[src/shared/cidaf_pkg.sv]
/*
 constants for the identifier acceptance filter: register map,
 field positions, reset values, organization codes.
 assumes a 32-bit apb with byte addresses.
*/
// Behaviour
// - store message in background before deciding
// - signal cpu only for accepted messages; code also sets a drop event that raises irq when enabled
// - rejected message silently overwritten by next; code also sets the sticky drop event for it
// - compare code and identifier bytes per bit
// - extended identifier uses four bank bytes
// - standard identifier uses first two bytes
// - compare code bit, then qualify by mask
// - mask zero requires identifier equals code
// - accept only if all unmasked bits match
// - mask one means don't care
// - filter writes only in init mode
// - organization: 2x32, 4x16, 8x8, closed
// - closed mode accepts no message
// - hit indicator follows foreground load
`default_nettype none
package cidaf_pkg;
	// ---------------------------------------------
	// register byte addresses
	// ---------------------------------------------
	localparam logic [7:0] off_code_base = 8'h00; // 8 code words
	localparam logic [7:0] off_mask_base = 8'h20; // 8 mask words
	localparam logic [7:0] off_control = 8'h40; // organization, hit
	localparam logic [7:0] off_init = 8'h44; // init request/ack
	localparam logic [7:0] off_status = 8'h48; // sticky events
	localparam logic [7:0] off_clear = 8'h4C; // write one clears
	localparam logic [7:0] off_enable = 8'h50; // interrupt enable
	localparam logic [7:0] off_fg_id = 8'h54; // foreground ids
	// ---------------------------------------------
	// field positions and reset values
	// ---------------------------------------------
	localparam int org_lsb = 4; // organization field [5:4]
	localparam int hit_lsb = 0; // hit field [2:0]
	localparam int init_rq_bit = 0; // init request
	localparam int init_ak_bit = 1; // init acknowledge
	localparam int ev_accept = 0; // message accepted
	localparam int ev_drop = 1; // message dropped
	localparam int ide_bit = 3; // format bit in id byte 1
	localparam logic [7:0] code_reset = 8'h00;
	localparam logic [7:0] mask_reset = 8'h00;
	localparam logic [1:0] ev_reset = 2'h0;
	// ---------------------------------------------
	// organization codes
	// ---------------------------------------------
	localparam logic [1:0] org_two32 = 2'h0;
	localparam logic [1:0] org_four16 = 2'h1;
	localparam logic [1:0] org_eight8 = 2'h2;
	localparam logic [1:0] org_closed = 2'h3;
	// filter stage states, one-hot
	typedef enum logic [1:0] {
		st_idle = 2'b01,
		st_decide = 2'b10
	} cidaf_state_t;
endpackage
`default_nettype wire

[src/rtl/cidaf_top.sv]
/*
 identifier acceptance filter with apb register slave.
 assumes the receive engine on pclk pulses rx_valid with
 the four identifier bytes, and gives init_acknowledge.
*/
// Decided for this implementation: the APB slave port and the placing of the registers.
`timescale 1ns/1ns
`default_nettype none
module cidaf_top (
	input wire logic pclk,
	input wire logic presetn,
	input wire logic psel,
	input wire logic penable,
	input wire logic pwrite,
	input wire logic [7:0] paddr,
	input wire logic [31:0] pwdata,
	output logic [31:0] prdata,
	output logic pready,
	output logic pslverr,
	input wire logic rx_valid,
	input wire logic [7:0] rx_id0,
	input wire logic [7:0] rx_id1,
	input wire logic [7:0] rx_id2,
	input wire logic [7:0] rx_id3,
	input wire logic init_acknowledge,
	output logic init_request,
	output logic foreground_load,
	output logic [2:0] filter_hit_indicator,
	output logic irq
);
	import cidaf_pkg::*;

	// ---------------------------------------------
	// storage
	// ---------------------------------------------
	logic [7:0] acceptance_code_bytes [8]; // code bytes
	logic [7:0] acceptance_mask_bytes [8]; // mask bytes
	logic [1:0] acceptance_organization; // filter layout
	logic [7:0] bg_id [4]; // background buffer
	logic [7:0] foreground_receive_buffer [4]; // accepted ids
	logic [1:0] ev_status; // sticky events
	logic [1:0] ev_enable; // interrupt enables
	cidaf_state_t state; // filter stage
	logic [7:0] hits; // per-filter matches
	logic [7:0] m32; // byte j vs id byte j mod 4
	logic [7:0] m16; // byte j vs id byte j mod 2
	logic [7:0] m8; // byte j vs id byte 0
	logic [1:0] ev_set; // events this cycle
	logic wr_en; // write strobe of access phase
	logic setup; // setup phase
	logic init_mode; // filter writes allowed
	logic [31:0] next_prdata; // read mux
	logic next_pslverr; // unmapped address

	// ---------------------------------------------
	// helpers
	// ---------------------------------------------
	// mask one is don't care, else bits must agree
	function automatic logic byte_match(input logic [7:0] code,
		input logic [7:0] mask, input logic [7:0] id);
		byte_match = &(~(code ^ id) | mask);
	endfunction

	// lowest set bit index
	function automatic logic [2:0] lowest(input logic [7:0] v);
		lowest = 3'h0;
		for (int i = 7; i >= 0; i--) begin
			if (v[i]) begin
				lowest = 3'(i);
			end
		end
	endfunction

	// whether an address is a word-aligned register of a block
	function automatic logic in_block(input logic [7:0] a,
		input logic [7:0] base);
		in_block = (a >= base) && (a < base + 8'h20) && (a[1:0] == 2'h0);
	endfunction

	// ---------------------------------------------
	// bus phases
	// ---------------------------------------------
	assign setup = psel & ~penable;
	assign wr_en = psel & penable & pready & pwrite;
	assign init_mode = init_request & init_acknowledge;

	// ---------------------------------------------
	// per-byte comparisons
	// ---------------------------------------------
	genvar gj;
	generate
		for (gj = 0; gj < 8; gj++) begin : g_cmp
			assign m32[gj] = byte_match(acceptance_code_bytes[gj],
				acceptance_mask_bytes[gj], bg_id[gj % 4]);
			assign m16[gj] = byte_match(acceptance_code_bytes[gj],
				acceptance_mask_bytes[gj], bg_id[gj % 2]);
			assign m8[gj] = byte_match(acceptance_code_bytes[gj],
				acceptance_mask_bytes[gj], bg_id[0]);
		end
	endgenerate

	// ---------------------------------------------
	// filter hits per organization
	// ---------------------------------------------
	always_comb begin
		hits = 8'h00;
		case (acceptance_organization)
			org_two32: begin
				if (bg_id[1][ide_bit]) begin
					// extended: four bytes per bank
					hits[0] = &m32[3:0];
					hits[1] = &m32[7:4];
				end else begin
					// standard: first two bytes per bank
					hits[0] = &m32[1:0];
					hits[1] = &m32[5:4];
				end
			end
			org_four16: begin
				hits[0] = &m16[1:0];
				hits[1] = &m16[3:2];
				hits[2] = &m16[5:4];
				hits[3] = &m16[7:6];
			end
			org_eight8: begin
				hits = m8;
			end
			default: begin
				hits = 8'h00;
			end
		endcase
	end

	// ---------------------------------------------
	// background capture
	// ---------------------------------------------
	// each message lands here first, overwriting the last
	always_ff @(posedge pclk or negedge presetn) begin
		if (!presetn) begin
			for (int i = 0; i < 4; i++) begin
				bg_id[i] <= 8'h00;
			end
		end else if (rx_valid) begin
			bg_id[0] <= rx_id0;
			bg_id[1] <= rx_id1;
			bg_id[2] <= rx_id2;
			bg_id[3] <= rx_id3;
		end
	end

	// ---------------------------------------------
	// filter stage
	// ---------------------------------------------
	// decide one cycle after capture, on stored bytes
	always_ff @(posedge pclk or negedge presetn) begin
		if (!presetn) begin
			state <= st_idle;
		end else begin
			case (state)
				st_idle: begin
					if (rx_valid) begin
						state <= st_decide;
					end
				end
				st_decide: begin
					// a new capture keeps the stage busy
					state <= rx_valid ? st_decide : st_idle;
				end
				default: begin
					state <= st_idle;
				end
			endcase
		end
	end

	// events raised by the decision
	always_comb begin
		ev_set = 2'h0;
		if (state == st_decide) begin
			ev_set[ev_accept] = |hits;
			ev_set[ev_drop] = ~|hits;
		end
	end

	// ---------------------------------------------
	// foreground load and hit indicator
	// ---------------------------------------------
	always_ff @(posedge pclk or negedge presetn) begin
		if (!presetn) begin
			for (int i = 0; i < 4; i++) begin
				foreground_receive_buffer[i] <= 8'h00;
			end
			filter_hit_indicator <= 3'h0;
		end else if (ev_set[ev_accept]) begin
			for (int i = 0; i < 4; i++) begin
				foreground_receive_buffer[i] <= bg_id[i];
			end
			filter_hit_indicator <= lowest(hits);
		end
	end

	// one-cycle pulse per accepted message
	always_ff @(posedge pclk or negedge presetn) begin
		if (!presetn) begin
			foreground_load <= 1'b0;
		end else begin
			foreground_load <= ev_set[ev_accept];
		end
	end

	// ---------------------------------------------
	// filter registers
	// ---------------------------------------------
	// writes ignored outside init mode
	always_ff @(posedge pclk or negedge presetn) begin
		if (!presetn) begin
			for (int i = 0; i < 8; i++) begin
				acceptance_code_bytes[i] <= code_reset;
				acceptance_mask_bytes[i] <= mask_reset;
			end
		end else if (wr_en && init_mode) begin
			if (in_block(paddr, off_code_base)) begin
				acceptance_code_bytes[paddr[4:2]] <= pwdata[7:0];
			end
			if (in_block(paddr, off_mask_base)) begin
				acceptance_mask_bytes[paddr[4:2]] <= pwdata[7:0];
			end
		end
	end

	// organization field, init mode only
	always_ff @(posedge pclk or negedge presetn) begin
		if (!presetn) begin
			acceptance_organization <= org_two32;
		end else if (wr_en && init_mode && paddr == off_control) begin
			acceptance_organization <= pwdata[org_lsb +: 2];
		end
	end

	// init request bit, writable any time
	always_ff @(posedge pclk or negedge presetn) begin
		if (!presetn) begin
			init_request <= 1'b0;
		end else if (wr_en && paddr == off_init) begin
			init_request <= pwdata[init_rq_bit];
		end
	end

	// ---------------------------------------------
	// events and interrupt
	// ---------------------------------------------
	// sticky status, a set beats a clear
	always_ff @(posedge pclk or negedge presetn) begin
		if (!presetn) begin
			ev_status <= ev_reset;
		end else if (wr_en && paddr == off_clear) begin
			ev_status <= (ev_status & ~pwdata[1:0]) | ev_set;
		end else begin
			ev_status <= ev_status | ev_set;
		end
	end

	// interrupt enables
	always_ff @(posedge pclk or negedge presetn) begin
		if (!presetn) begin
			ev_enable <= ev_reset;
		end else if (wr_en && paddr == off_enable) begin
			ev_enable <= pwdata[1:0];
		end
	end

	// level interrupt while an enabled bit is set
	always_ff @(posedge pclk or negedge presetn) begin
		if (!presetn) begin
			irq <= 1'b0;
		end else begin
			irq <= |(ev_status & ev_enable);
		end
	end

	// ---------------------------------------------
	// read mux
	// ---------------------------------------------
	always_comb begin
		next_prdata = 32'h0000_0000;
		next_pslverr = 1'b0;
		if (in_block(paddr, off_code_base)) begin
			next_prdata[7:0] = acceptance_code_bytes[paddr[4:2]];
		end else if (in_block(paddr, off_mask_base)) begin
			next_prdata[7:0] = acceptance_mask_bytes[paddr[4:2]];
		end else begin
			case (paddr)
				off_control: begin
					next_prdata[org_lsb +: 2] = acceptance_organization;
					next_prdata[hit_lsb +: 3] = filter_hit_indicator;
				end
				off_init: begin
					next_prdata[init_rq_bit] = init_request;
					next_prdata[init_ak_bit] = init_acknowledge;
				end
				off_status: begin
					next_prdata[1:0] = ev_status;
				end
				off_clear: begin
					next_prdata = 32'h0000_0000; // write only
				end
				off_enable: begin
					next_prdata[1:0] = ev_enable;
				end
				off_fg_id: begin
					next_prdata = {foreground_receive_buffer[3],
						foreground_receive_buffer[2],
						foreground_receive_buffer[1],
						foreground_receive_buffer[0]};
				end
				default: begin
					next_pslverr = 1'b1; // unmapped
				end
			endcase
		end
	end

	// ---------------------------------------------
	// apb answer, no wait state
	// ---------------------------------------------
	// sampled in setup, presented in the access phase
	always_ff @(posedge pclk or negedge presetn) begin
		if (!presetn) begin
			pready <= 1'b0;
			prdata <= 32'h0000_0000;
			pslverr <= 1'b0;
		end else begin
			pready <= setup;
			prdata <= (setup && !pwrite) ? next_prdata : 32'h0000_0000;
			pslverr <= setup & next_pslverr;
		end
	end
endmodule
`default_nettype wire

[config.mk]
export PLATFORM = sky130hd
export DESIGN_NAME = cidaf_top
export DESIGN_NICKNAME = d
export VERILOG_FILES = /design/src/shared/cidaf_pkg.sv /design/src/rtl/cidaf_top.sv
export SDC_FILE = /design/constraint.sdc
export NUM_CORES = 1
export LEC_CHECK = 0
export ABC_AREA = 1
export BUFFER_PORTS_ARGS = -buffer_cell sky130_fd_sc_hd__buf_2
export CORE_MARGIN = 4
export CORE_UTILIZATION = 30
export DETAILED_ROUTE_END_ITERATION = 16
export PLACE_DENSITY_LB_ADDON = 0.05
export REMOVE_ABC_BUFFERS = 1
export SYNTH_ARGS = -nofsm -noshare
export SYNTH_HDL_FRONTEND = slang
export SYNTH_SLANG_ARGS = --single-unit
[constraint.sdc]
create_clock -name pclk -period 2.15 [get_ports pclk]
set_input_delay 0.43 -clock pclk [delete_from_list [all_inputs] [get_ports pclk]]
set_output_delay 0.43 -clock pclk [all_outputs]
set_load 0.005 [all_outputs]
# Word level (Yosys, flattened, before mapping)
# Index checks and enable logic that the tools add are counted.
word_totals:
  input_bits: 79
  output_inout_bits: 40
  reg_bits: 240
  elab_cells: 187
op_classes:
  order_cmp: 6
  n_reduce_logical: 34
  n_eq_ne: 11
  bitwise_logic: 61
  n_mux: 40
op_table:
  columns: ["op", "n"]
  rows:
  - ["64-bit bitwise mux", 2]
  - ["8-bit NOT", 16]
  - ["8-bit OR", 16]
  - ["8-bit XOR", 16]
  - ["16-bit AND reduction", 4]
  - ["32-bit AND reduction", 2]
  - ["8-bit AND reduction", 8]
  - ["8-bit 2-to-1 mux", 7]
  - ["8-bit binary-select mux with 3-bit select", 2]
  - ["8-bit by 7-bit == test with 1-bit output, second input constant", 6]
  - ["24-bit 2-to-1 mux", 2]
  - ["32-bit 2-to-1 mux", 1]
  - ["26-bit 2-to-1 mux", 1]
  - ["8-bit demux with 3-bit select", 1]
  - ["3-bit 2-to-1 mux", 8]
  - ["2-bit one-hot mux with 2 select lines", 3]
  - ["1-bit logical AND", 11]
  - ["2-bit 2-to-1 mux", 5]
  - ["2-bit one-hot mux with 5 select lines", 1]
  - ["8-bit by 1-bit >= comparator with 1-bit output, second input constant", 1]
  - ["8-bit by 6-bit >= comparator with 1-bit output, second input constant", 1]
  - ["8-bit by 6-bit less-than comparator with 1-bit output, second input constant", 1]
  - ["8-bit by 7-bit less-than comparator with 1-bit output, second input constant", 1]
  - ["8-bit OR reduction", 1]
  - ["other kinds (20)", 35]

# Logic depth before layout (Yosys ltp)
# Gate-level depths: netlist of the first run.
logic_depth:
  ltp_word: 13
  depth_mapped: 17
  mapped_depth_nobuf: 16

# Worst setup path after synthesis of the first run
# No wires, ideal clock.
synth_path:
  path_kind: "reg-to-reg"
  startpoint: "register bg_id[20] (netlist bit)"
  endpoint: "register foreground_receive_buffer[10] (netlist bit)"
  arrival_time_ps: 1690
  path_slack_ps: 342
  path_stages_with_launch: 16
  t_required_ps: 2032
  cell_sequence: "dfrtp_1 -> buf_4 -> or2_0 -> nand2_1 -> nand2_1 -> nor2_1 -> nand3_1 -> nor2_1 -> nand2_1 -> nand2_1 -> nand2_4 -> nand3_4 -> nand2_8 -> buf_12 -> nand3_2 -> nand2_1"
synth_between:
  elab_chain_cells: 8
  elab_cells_between_ends: 23
synth_rtl:
  columns: ["item", "line_no", "source"]
  rows:
  - ["start, declared", "cidaf_top.sv:39", "logic [7:0] bg_id [4];"]
  - ["8-bit XOR", "cidaf_top.sv:61", "byte_match = &(~(code ^ id) | mask);"]
  - ["8-bit NOT", "cidaf_top.sv:61", null]
  - ["8-bit OR", "cidaf_top.sv:61", null]
  - ["32-bit AND reduction (tied with other cells)", "cidaf_top.sv:111", "hits[0] = &m32[3:0];"]
  - ["2-bit 2-to-1 mux", "cidaf_top.sv:109", "if (bg_id[1][ide_bit]) begin"]
  - ["2-bit one-hot mux with 3 select lines", "cidaf_top.sv:107", "case (acceptance_organization)"]
  - ["8-bit OR reduction (*)", "cidaf_top.sv:180", "ev_set[ev_accept] = |hits;"]
  - ["2-bit 2-to-1 mux (*)", "cidaf_top.sv:179", "if (state == st_decide) begin"]
  - ["end signal, assigned by index", "cidaf_top.sv:196", "foreground_receive_buffer[i] <= bg_id[i];"]
  - ["end, declared", "cidaf_top.sv:40", "logic [7:0] foreground_receive_buffer [4];"]
# Every way passes the cells marked *; elsewhere a longest branch is shown, timed or not.
# A chain may end at the register's enable or synchronous reset.

# Final worst setup path of the first run
layout_path:
  startpoint: "register bg_id[23] (netlist bit)"
  endpoint: "register foreground_receive_buffer[16] (netlist bit)"
# Same word-level chain as after synthesis.

==> results_dict.tcl, run 1 <==
set metrics [dict create \
    synth_flop_cell "dfrtp_1" \
    place.gp.congestion 0.915 \
    netlist_area_sq_um 13100 \
    clk_path_buf_depth 3 \
    cp-end-kind "register" \
    finalMaxSlewViolations 0 \
    synthDistinctLibCells 56 \
    ys_async_sr_fraction_pct 100 \
    layout_worst_path_cycle_share_pct 100 \
    fin_skew_ns 0.0214 \
    critPathKind "reg -> reg" \
    ant_nets 0 \
    dr.pass1.iters 7 \
    layout-drive-gt1-share_pct 24.2 \
    core_sq_um 43100 \
    ir_worst_vdd_uv 469 \
    worstPathRequired_ns 2.62 \
    wirelength_um 51800 \
    die-area_sq_um 47100 \
    nFillCells 4536 \
    cp.arrival_ns 2.63 \
    reg2regPathDepth 16 \
    diodes 0 \
    max_freq_ghz 0.463 \
    row_count 76 \
    setup_ws_ns -0.00974 \
    cp-start-kind "register" \
    r2r_slack_ns -0.01 \
    p_leak_nw 8.42 \
    ys_seq_elements 240 \
    drt_iter0_markers 1039 \
    syn_to_final_growth_pct 30.5 \
    ios 119 \
    min_period_ns 2.16 \
    dpl_worst_slack_ns -0.192 \
    die_w_um 217 \
    worst_slew_pin_slew_ns 0.805 \
    worstReg2RegEnd "foreground_receive_buffer[16]" \
    hold_path.class "in -> reg" \
    failed_checks "negative setup slack" \
    rsz0062_at_grt "true" \
    clk_pin_slew_worst_paths_ns 0.06 \
    yosysWarnings 0 \
    wl_per_cell_um 19.7 \
    whs_ns 0.0495 \
    dpl-instance-area_sq_um 15700 \
    final_common_cell "nand2_1" \
    grt_first_pass_wirelength_um 78100 \
    r2r-start "bg_id[23]" \
    grt_max_degree 59 \
    start_util_pct 30.4 \
    vias 12500 \
    grt_usage_pct 21.8 \
    setup_viol 5 \
    die_h_um 217 \
    numCtsBuffers 30 \
    maxCapViolCount 0 \
    synth-edff-count 0 \
    clockRootBuffer "clkbuf_16" \
    clock_latency_ns 0.58 \
    endpoint "foreground_receive_buffer[16]" \
    cts.sinks 240 \
    antenna_found_initial 0 \
    power.density_nw_per_um2 686 \
    mostFrequentLayoutCells "556 x nand2_1, 223 x dfrtp_1, 190 x buf_4, 178 x o21ai_0, 157 x nor2_1" \
    nets 2108 \
    crit_start "bg_id[23]" \
    outcome "finished, violations left" \
    htree_num_levels 1 \
    final_area_sq_um 17100 \
    power_mw 11.7 \
    numPortBuffers 94 \
    grt_pass1_vias 12100 \
    syn_area_per_cell_sq_um 7.47 \
    drc_errors 0 \
    final_core_utilization_pct 39.7 \
    via_per_inst 4.76 \
    slew_headroom_pct 46.3 \
    cts_tree "built" \
    dp_hpwl_um 40000 \
    hold_violations 0 \
    worstPathMaxFanout 8 \
    syn_inst 1753 \
    ys_seq_area_share_pct 45.9 \
    grt_overflow 0 \
]
## worst max-delay path, stage by stage, from the launching register on
cell	delay [ns]
dfrtp_1	0.39
inv_1	0.13
buf_4	0.16
nand2_1	0.05
nand3_1	0.12
nand2_1	0.07
nor2_1	0.11
nand3b_1	0.12
nor2_4	0.11
nor2_2	0.04
nand2_2	0.11
nand2_4	0.09
nand3_4	0.09
nand2_8	0.11
clkbuf_16	0.23
nand3_2	0.05
nand2_1	0.05
## final cells by class
class | instances | area (sq um) | share of cell area (%)
Inverter | 174 | 666 | 3.89
Multi-Input combinational cell | 1261 | 6130 | 35.9
Timing Repair Buffer | 316 | 2480 | 14.5
Clock buffer | 37 | 818 | 4.79
Clock inverter | 18 | 236 | 1.38
Sequential cell | 240 | 6030 | 35.3
Tap cell | 585 | 732 | 4.28
## per-stage QoR
step                instances  setup TNS, ns
floorplan                1675          -1.81
global placement         2560          -3.48
detailed placement       2560          -4.30
CTS                      2622         -0.335
global route             2631          -4.21
finish                   2631        -0.0317
## cell families (layout without fill, tap and decap cells)
group	after synthesis	count (layout)	share of synthesized area [%]
xor gates and xnor gates	1	1	0.0669
buffers and inverters	252	545	8.29
adders and majority gates	6	6	0.573
and+or+nand+nor	947	947	31.9
AOI/OAI and AO/OA	307	307	13.3
DFF	240	240	45.9
## report_power, final
group	switching [mW]	internal, mW	total (mW)	leakage (nW)
logic	0.976	0.585	1.56	4.65
registers	0.121	4.61	4.73	3.25
clock network	2.13	3.30	5.43	0.514
## worst min-delay path by stage
| stage | start | endpoint | slack (ns) | depth (start not counted) |
|---|---|---|---|---|
| finish | penable | pready | 0.05 | 2 |
| global route | penable | pready | 0.06 | 2 |
| CTS | penable | pready | 0.03 | 2 |
| detailed placement | presetn | prdata[23] | 0.38 | 1 |
| global placement | presetn | prdata[23] | 0.38 | 1 |
| floorplan | presetn | acceptance_code_bytes[0] | 0.13 | 0 |
## Yosys cell counts (12+ instances only)
library cell | count | area share [%]
o21ai_0 | 182 | 7.0
nor2_1 | 166 | 4.8
buf_2 | 12 | 0.46
nand3_1 | 115 | 4.4
inv_1 | 157 | 4.5
nand3_2 | 28 | 2.1
o211ai_1 | 15 | 0.86
nor3b_1 | 24 | 1.4
dfrtp_1 | 239 | 46
inv_2 | 15 | 0.43
o22ai_1 | 27 | 1.3
clkbuf_1 | 45 | 1.3
a21oi_1 | 45 | 1.7
nand2_1 | 568 | 16
## state kept, by name, summed over array words and instances (netlist names)
| register | flops |
|---|---|
| prdata | 32 |
| acceptance_code_bytes | 64 |
| bg_id | 32 |
| state | 2 |
| filter_hit_indicator | 3 |
| pready | 1 |
| ev_status | 2 |
| foreground_receive_buffer | 32 |
| foreground_load | 1 |
| acceptance_organization | 2 |
| ev_enable | 2 |
| irq | 1 |
| acceptance_mask_bytes | 64 |
| pslverr | 1 |
| init_request | 1 |
## metal layers
metal,wire length [um],global-route usage (%)
met5,0,0
met4,1080,5.24
met3,2190,2.39
met2,23200,34.7
met1,25300,32.0
## timing repair
item | CTS | global route
gates resized for setup | 37 | 42
hold endpoints to repair | 42 | 0
gates cloned | 1 | 1
buffers inserted | 6 | 9
endpoints found under the setup margin | 36 | 38
hold buffers | 1 | 0
pin swaps | 12 | 19
Note: power is estimated with default switching activity, not from simulation.
==> run 2, diff against run 1 <==
--- a/config.mk
+++ b/config.mk
@@ -7,6 +7,8 @@
 export LEC_CHECK = 0
 export ABC_AREA = 1
 export BUFFER_PORTS_ARGS = -buffer_cell sky130_fd_sc_hd__buf_2
+export CELL_PAD_IN_SITES_DETAIL_PLACEMENT = 1
+export CELL_PAD_IN_SITES_GLOBAL_PLACEMENT = 2
 export CORE_MARGIN = 4
 export CORE_UTILIZATION = 30
 export DETAILED_ROUTE_END_ITERATION = 16
==> run 2 against run 1 <==
Net effect: the run still ends with negative setup slack left; clock skew down 0.012 ns; global-route usage up 1.7 points; cell count down 0.27%; clock-buffer cell count unchanged; total power about the same; flip-flop and latch count unchanged; combinational power up 3%; clock power about the same; critical path depth unchanged; highest routed layer unchanged.
==> results_dict.tcl, run 2 (synthesized netlist as in run 1, its figures left out) <==
set metrics [dict create \
    slowest_stage "dfrtp_2" \
    wirelength_um 56200 \
    power_mw 11.7 \
    numCtsBuffers 29 \
    final_area_sq_um 17200 \
    outcome "finished, violations left" \
    cp.arrival_ns 2.70 \
    dp_hpwl_um 42200 \
    critPathKind "reg -> reg" \
    mostFrequentLayoutCells "552 x nand2_1, 228 x dfrtp_1, 177 x o21ai_0, 173 x buf_4, 153 x inv_1" \
    crit_chain "buf_4 -> nor2_2 -> nor2_2 -> nand2_1 -> nand2_1 -> nor2_2 -> nand3_1 -> nor2_1 -> nand2_1 -> nand2_2 -> nand2_4 -> nand3_4 -> nand2_8 -> buf_12 -> nand3_2 -> nand2_2" \
    final_common_cell "nand2_1" \
    via_per_inst 4.93 \
    min_period_ns 2.24 \
    crit_buf_inv 2 \
    finalMaxSlewViolations 0 \
    syn_to_final_growth_pct 31.6 \
    core_sq_um 43100 \
    wl_per_cell_um 21.4 \
    grt_pass1_vias 13300 \
    vias 12900 \
    cp-end-kind "register" \
    critPathTopFamily "simple AND/OR/NAND/NOR gates" \
    worst_slew_pin_slew_ns 0.753 \
    row_count 76 \
    final_cells 2624 \
    grt_max_degree 62 \
    grt_overflow 0 \
    nets 2103 \
    die_w_um 217 \
    dp.cells 2550 \
    setup_ws_ns -0.0940 \
    antenna_found_initial 0 \
    cts_tree "built" \
    ir_worst_vdd_uv 462 \
    clk_pin_slew_worst_paths_ns 0.06 \
    ios 119 \
    failed_checks "negative setup slack" \
    numPortBuffers 94 \
    start_util_pct 30.4 \
    largestRegisters "acceptance_code_bytes x64, acceptance_mask_bytes x64" \
    cp-start-kind "register" \
    layout_worst_path_cycle_share_pct 104 \
    die_h_um 217 \
    dr.pass1.iters 5 \
    rsz0062_at_grt "true" \
    cts.sinks 240 \
    grt_usage_pct 23.5 \
    slew_headroom_pct 49.1 \
    worstPathRequired_ns 2.61 \
    fin_skew_ns 0.00942 \
    place.gp.congestion 0.868 \
    drt_iter0_markers 821 \
    worstPathMaxFanout 8 \
    maxCapViolCount 0 \
    hold_violations 0 \
    clockRootBuffer "clkbuf_16" \
    p_leak_nw 8.46 \
    setup_viol 36 \
    hold_path.class "in -> reg" \
    htree_num_levels 1 \
    layout-drive-gt1-share_pct 24.5 \
    dpl-instance-area_sq_um 15600 \
    die-area_sq_um 47100 \
    whs_ns 0.0399 \
    power.density_nw_per_um2 680 \
    setup_tns_ns -2.28 \
    max_freq_ghz 0.446 \
    clk_path_buf_depth 3 \
    grt_first_pass_wirelength_um 84100 \
    critPathMaxStageDelay_ns 0.45 \
    ant_nets 0 \
    clock_latency_ns 0.57 \
    drc_errors 0 \
]
[run 2: changes by cell type in the layout (fill, tap and decap cells not counted), moves of 5 or more]
| cell | change |
|---|---|
| buf_4 | -17 |
| clkinv_2 | -5 |
| nor2_1 | -7 |
| buf_6 | +6 |
| dfrtp_1 | +5 |
| nor2_2 | +7 |
| dfrtp_2 | -5 |
[run 2: repair_timing]
action,4_1_cts,5_1_grt
endpoints found under the setup margin,38,38
gates cloned,2,5
pin swaps,33,23
setup buffers,8,7
hold buffers,1,0
gates resized for setup,42,52
endpoints found under the hold margin,23,0
[run 2: metal layers]
metal	GRT usage (%)	up-vias	share of wire, %
met4	5.00	0	2.4
met3	3.46	71	4.5
li1	-	6224	-
met5	0	-	0
met1	34.3	6387	48
met2	37.1	243	45
[run 2: worst paths after layout]
path                                           endpoint                      start  slack, ns  cells past startpoint
max                        foreground_receive_buffer[4]                  bg_id[28]      -0.09                     16
min                                              pready                    penable       0.04                      2
max reg2reg                foreground_receive_buffer[4]                  bg_id[28]      -0.09                     16
min reg2reg                   acceptance_mask_bytes[30]  acceptance_mask_bytes[30]       0.49                      2
max in group asynchronous                     bg_id[17]                    presetn       1.10                      3
min in group asynchronous                    prdata[23]                    presetn       0.32                      2
[run 2: per-stage QoR]
step                setup WS, ns  util [%]
global route              -0.195      40.0
detailed placement        -0.206      36.3
floorplan                 -0.121         -
CTS                      -0.0618      39.3
global placement          -0.238      36.3
finish                   -0.0940      40.0
[run 2: layout make-up]
| type | instances | area (sq um) |
|---|---|---|
| Timing Repair Buffer | 312 | 2580 |
| Tap cell | 585 | 732 |
| Sequential cell | 240 | 6020 |
| Antenna cell | 1 | 2.50 |
| Multi-Input combinational cell | 1261 | 6200 |
| Fill cell | 5291 | 25800 |
| Clock inverter | 14 | 218 |
| Clock buffer | 37 | 816 |
| Inverter | 174 | 662 |
[run 2: power by group]
| part | internal (mW) | switching, mW | leakage, nW |
|---|---|---|---|
| clock | 3.27 | 2.12 | 0.499 |
| combinational | 0.570 | 1.03 | 4.70 |
| sequential | 4.61 | 0.121 | 3.26 |
| total | 8.45 | 3.27 | 8.46 |
==> run 3, diff against run 2 <==
==> constraint.sdc (replaced) <==
create_clock -name pclk -period 2.6 [get_ports pclk]
set_input_delay 0.52 -clock pclk [delete_from_list [all_inputs] [get_ports pclk]]
set_output_delay 0.52 -clock pclk [all_outputs]
set_load 0.005 [all_outputs]
==> run 3 against run 2 <==
Net effect: the run now ends clean; non-clock buffer count shrank 120; final area down 8.1%; clock skew grew 0.0019 ns; global-route usage shrank 0.42 points; via count shrank 4.3%; wire length decreased by 2.9%; fmax is 8.4% lower; flip-flop and latch count stayed put; sequential power down 17%.
==> results_dict.tcl, run 3 (synthesized netlist as in run 1, its figures left out) <==
set metrics [dict create \
    outcome "completed" \
    antenna_found_initial 0 \
    wl_per_cell_um 21.7 \
    min_period_ns 2.45 \
    nFillCells 5303 \
    drc_errors 0 \
    cp_common_cell "nand2_1" \
    pwr-share-clk_pct 47.0 \
    rsz0062_at_grt "false" \
    die_w_um 217 \
    cts.sinks 240 \
    die_h_um 217 \
    cts_tree "built" \
    hold_violations 0 \
    htree_num_levels 1 \
    diodes 0 \
    maxCapViolCount 0 \
    slew_headroom_pct 49.5 \
    clock_latency_ns 0.57 \
    start_util_pct 30.4 \
    cp-start-kind "register" \
    fin_skew_ns 0.0113 \
    p_int_mw 6.89 \
    via_per_inst 4.93 \
    postCtsSetupBuffers 0 \
    final_common_cell "nand2_1" \
    setup_tns_ns 0 \
    critPathKind "reg -> reg" \
    worstPathRequired_ns 3.06 \
    cp.arrival_ns 2.91 \
    pwr-share-seq_pct 41.3 \
    grt_usage_pct 23.0 \
    worstPathMaxFanout 16 \
    layout-drive-gt1-share_pct 16.6 \
    largestRegisters "acceptance_code_bytes x64, acceptance_mask_bytes x64" \
    finalMaxSlewViolations 0 \
    cp-end-kind "register" \
    power.density_nw_per_um2 601 \
    die-area_sq_um 47100 \
    grt_pass1_vias 12400 \
    ant_nets 0 \
    layout_worst_path_cycle_share_pct 94.3 \
    clk_pin_slew_worst_paths_ns 0.06 \
    ir_worst_vdd_uv 304 \
    nets 1985 \
    clk_path_buf_depth 3 \
    syn_to_final_growth_pct 21.0 \
    worst_slew_pin_slew_ns 0.757 \
    ios 119 \
    clockRootBuffer "clkbuf_16" \
    wirelength_um 54600 \
    drt_iter0_markers 822 \
    numCtsBuffers 30 \
    dp_hpwl_um 41400 \
    grt_max_degree 62 \
    p_leak_nw 7.79 \
    setup_viol 0 \
    dr.pass1.iters 5 \
    p_sw_mw 2.62 \
    swShare_pct 27.6 \
    slowest_stage "dfrtp_1" \
    hold_path.class "in -> reg" \
    grt_first_pass_wirelength_um 82100 \
    row_count 76 \
    grt_overflow 0 \
    max_freq_ghz 0.408 \
    p_comb_share_pct 11.8 \
    critPathMaxStageDelay_ns 0.41 \
    power_mw 9.52 \
    mostFrequentLayoutCells "568 x nand2_1, 237 x dfrtp_1, 181 x o21ai_0, 165 x nor2_1, 157 x inv_1" \
    place.gp.congestion 0.882 \
    crit_chain "inv_1 -> ha_1 -> buf_4 -> nand4_1 -> nor2_1 -> nand2_1 -> nand2_1 -> o21ai_4 -> buf_4 -> nand3_1 -> nand2_1" \
    core_sq_um 43100 \
    numPortBuffers 94 \
    vias 12400 \
]
==> run 3: cell count changes in the layout (fill, tap and decap cells not counted), moves of 9 or more <==
cell     previous run  this run
nand3_2            39        28
buf_4             173        85
nand2_2            17         2
nand3_1           103       115
buf_6              13         0
buf_12             25        12
dfrtp_1           228       237
nor2_2             23        12
nor2_1            150       165
dfrtp_2            11         2
nand2_1           552       568
==> run 3: final cells by class <==
| type | count | area [sq um] | share of cell area [%] |
|---|---|---|---|
| Multi-Input combinational cell | 1262 | 6020 | 38.0 |
| Sequential cell | 240 | 6010 | 37.9 |
| Timing Repair Buffer | 192 | 1370 | 8.64 |
| Clock buffer | 42 | 877 | 5.54 |
| Tap cell | 585 | 732 | 4.62 |
| Inverter | 174 | 656 | 4.14 |
| Clock inverter | 14 | 179 | 1.13 |
==> run 3: per-layer routing <==
| metal | routed length (um) | up-vias | track usage (%) | part of all wire, % |
|---|---|---|---|---|
| met5 | 0 | - | 0 | 0 |
| met3 | 1980 | 61 | 2.56 | 3.6 |
| met1 | 27000 | 6107 | 34.3 | 49 |
| li1 | - | 5982 | - | - |
| met2 | 24600 | 213 | 36.5 | 45 |
| met4 | 1010 | 0 | 4.64 | 1.9 |
==> run 3: path summary, 6_finish.rpt <==
kind / startpoint / end / slack, ns / depth (start not counted)
worst max-delay path: acceptance_organization[0] / foreground_receive_buffer[1] / 0.15 / 11
min in group asynchronous: presetn / prdata[21] / 0.51 / 2
worst max register to register: acceptance_organization[0] / foreground_receive_buffer[1] / 0.15 / 11
max in group asynchronous: presetn / state[0] / 1.35 / 3
worst min-delay path: penable / pready / 0.14 / 2
worst min register to register: acceptance_mask_bytes[30] / acceptance_mask_bytes[30] / 0.49 / 2
==> run 3: timing repair <==
action | CTS | global route
endpoints found under the setup margin | 0 | 34
hold buffers | 1 | 0
endpoints found under the hold margin | 54 | 0
resized for setup | 0 | 5
==> run 3: metrics by stage <==
stage          setup slack, ns  std cells  hold slack [ns]  cell area (sq um)  utilization (%)
2_1_floorplan            0.329       1675            0.224              12700                -
3_3_place_gp             0.189       2451            0.468              14800             34.3
3_5_place_dp             0.122       2451            0.474              14800             34.3
4_1_cts                  0.139       2508            0.103              15800             36.7
5_1_grt                 0.0309       2509            0.146              15800             36.8
6_report                 0.149       2509            0.137              15800             36.8
==> run 3: power groups by stage <==
stage	clock, mW	sequential [mW]	combinational, mW
2_1_floorplan	0	3.96	0.495
3_3_place_gp	0	3.99	1.11
3_5_place_dp	0	3.99	1.13
4_1_cts	4.60	3.92	1.13
5_1_grt	4.75	3.94	1.24
6_report	4.47	3.93	1.12
==> run 3: worst max-delay path, delay by kind of cell, from the launching register on <==
kind | cells | cell delay (ns)
AO/OA/AOI/OAI | 1 | 0.08
AND/OR/NAND/NOR | 6 | 0.86
adder cells (fa/ha/maj) | 1 | 0.35
buffers and inverters | 3 | 0.60
flip-flops | 1 | 0.41
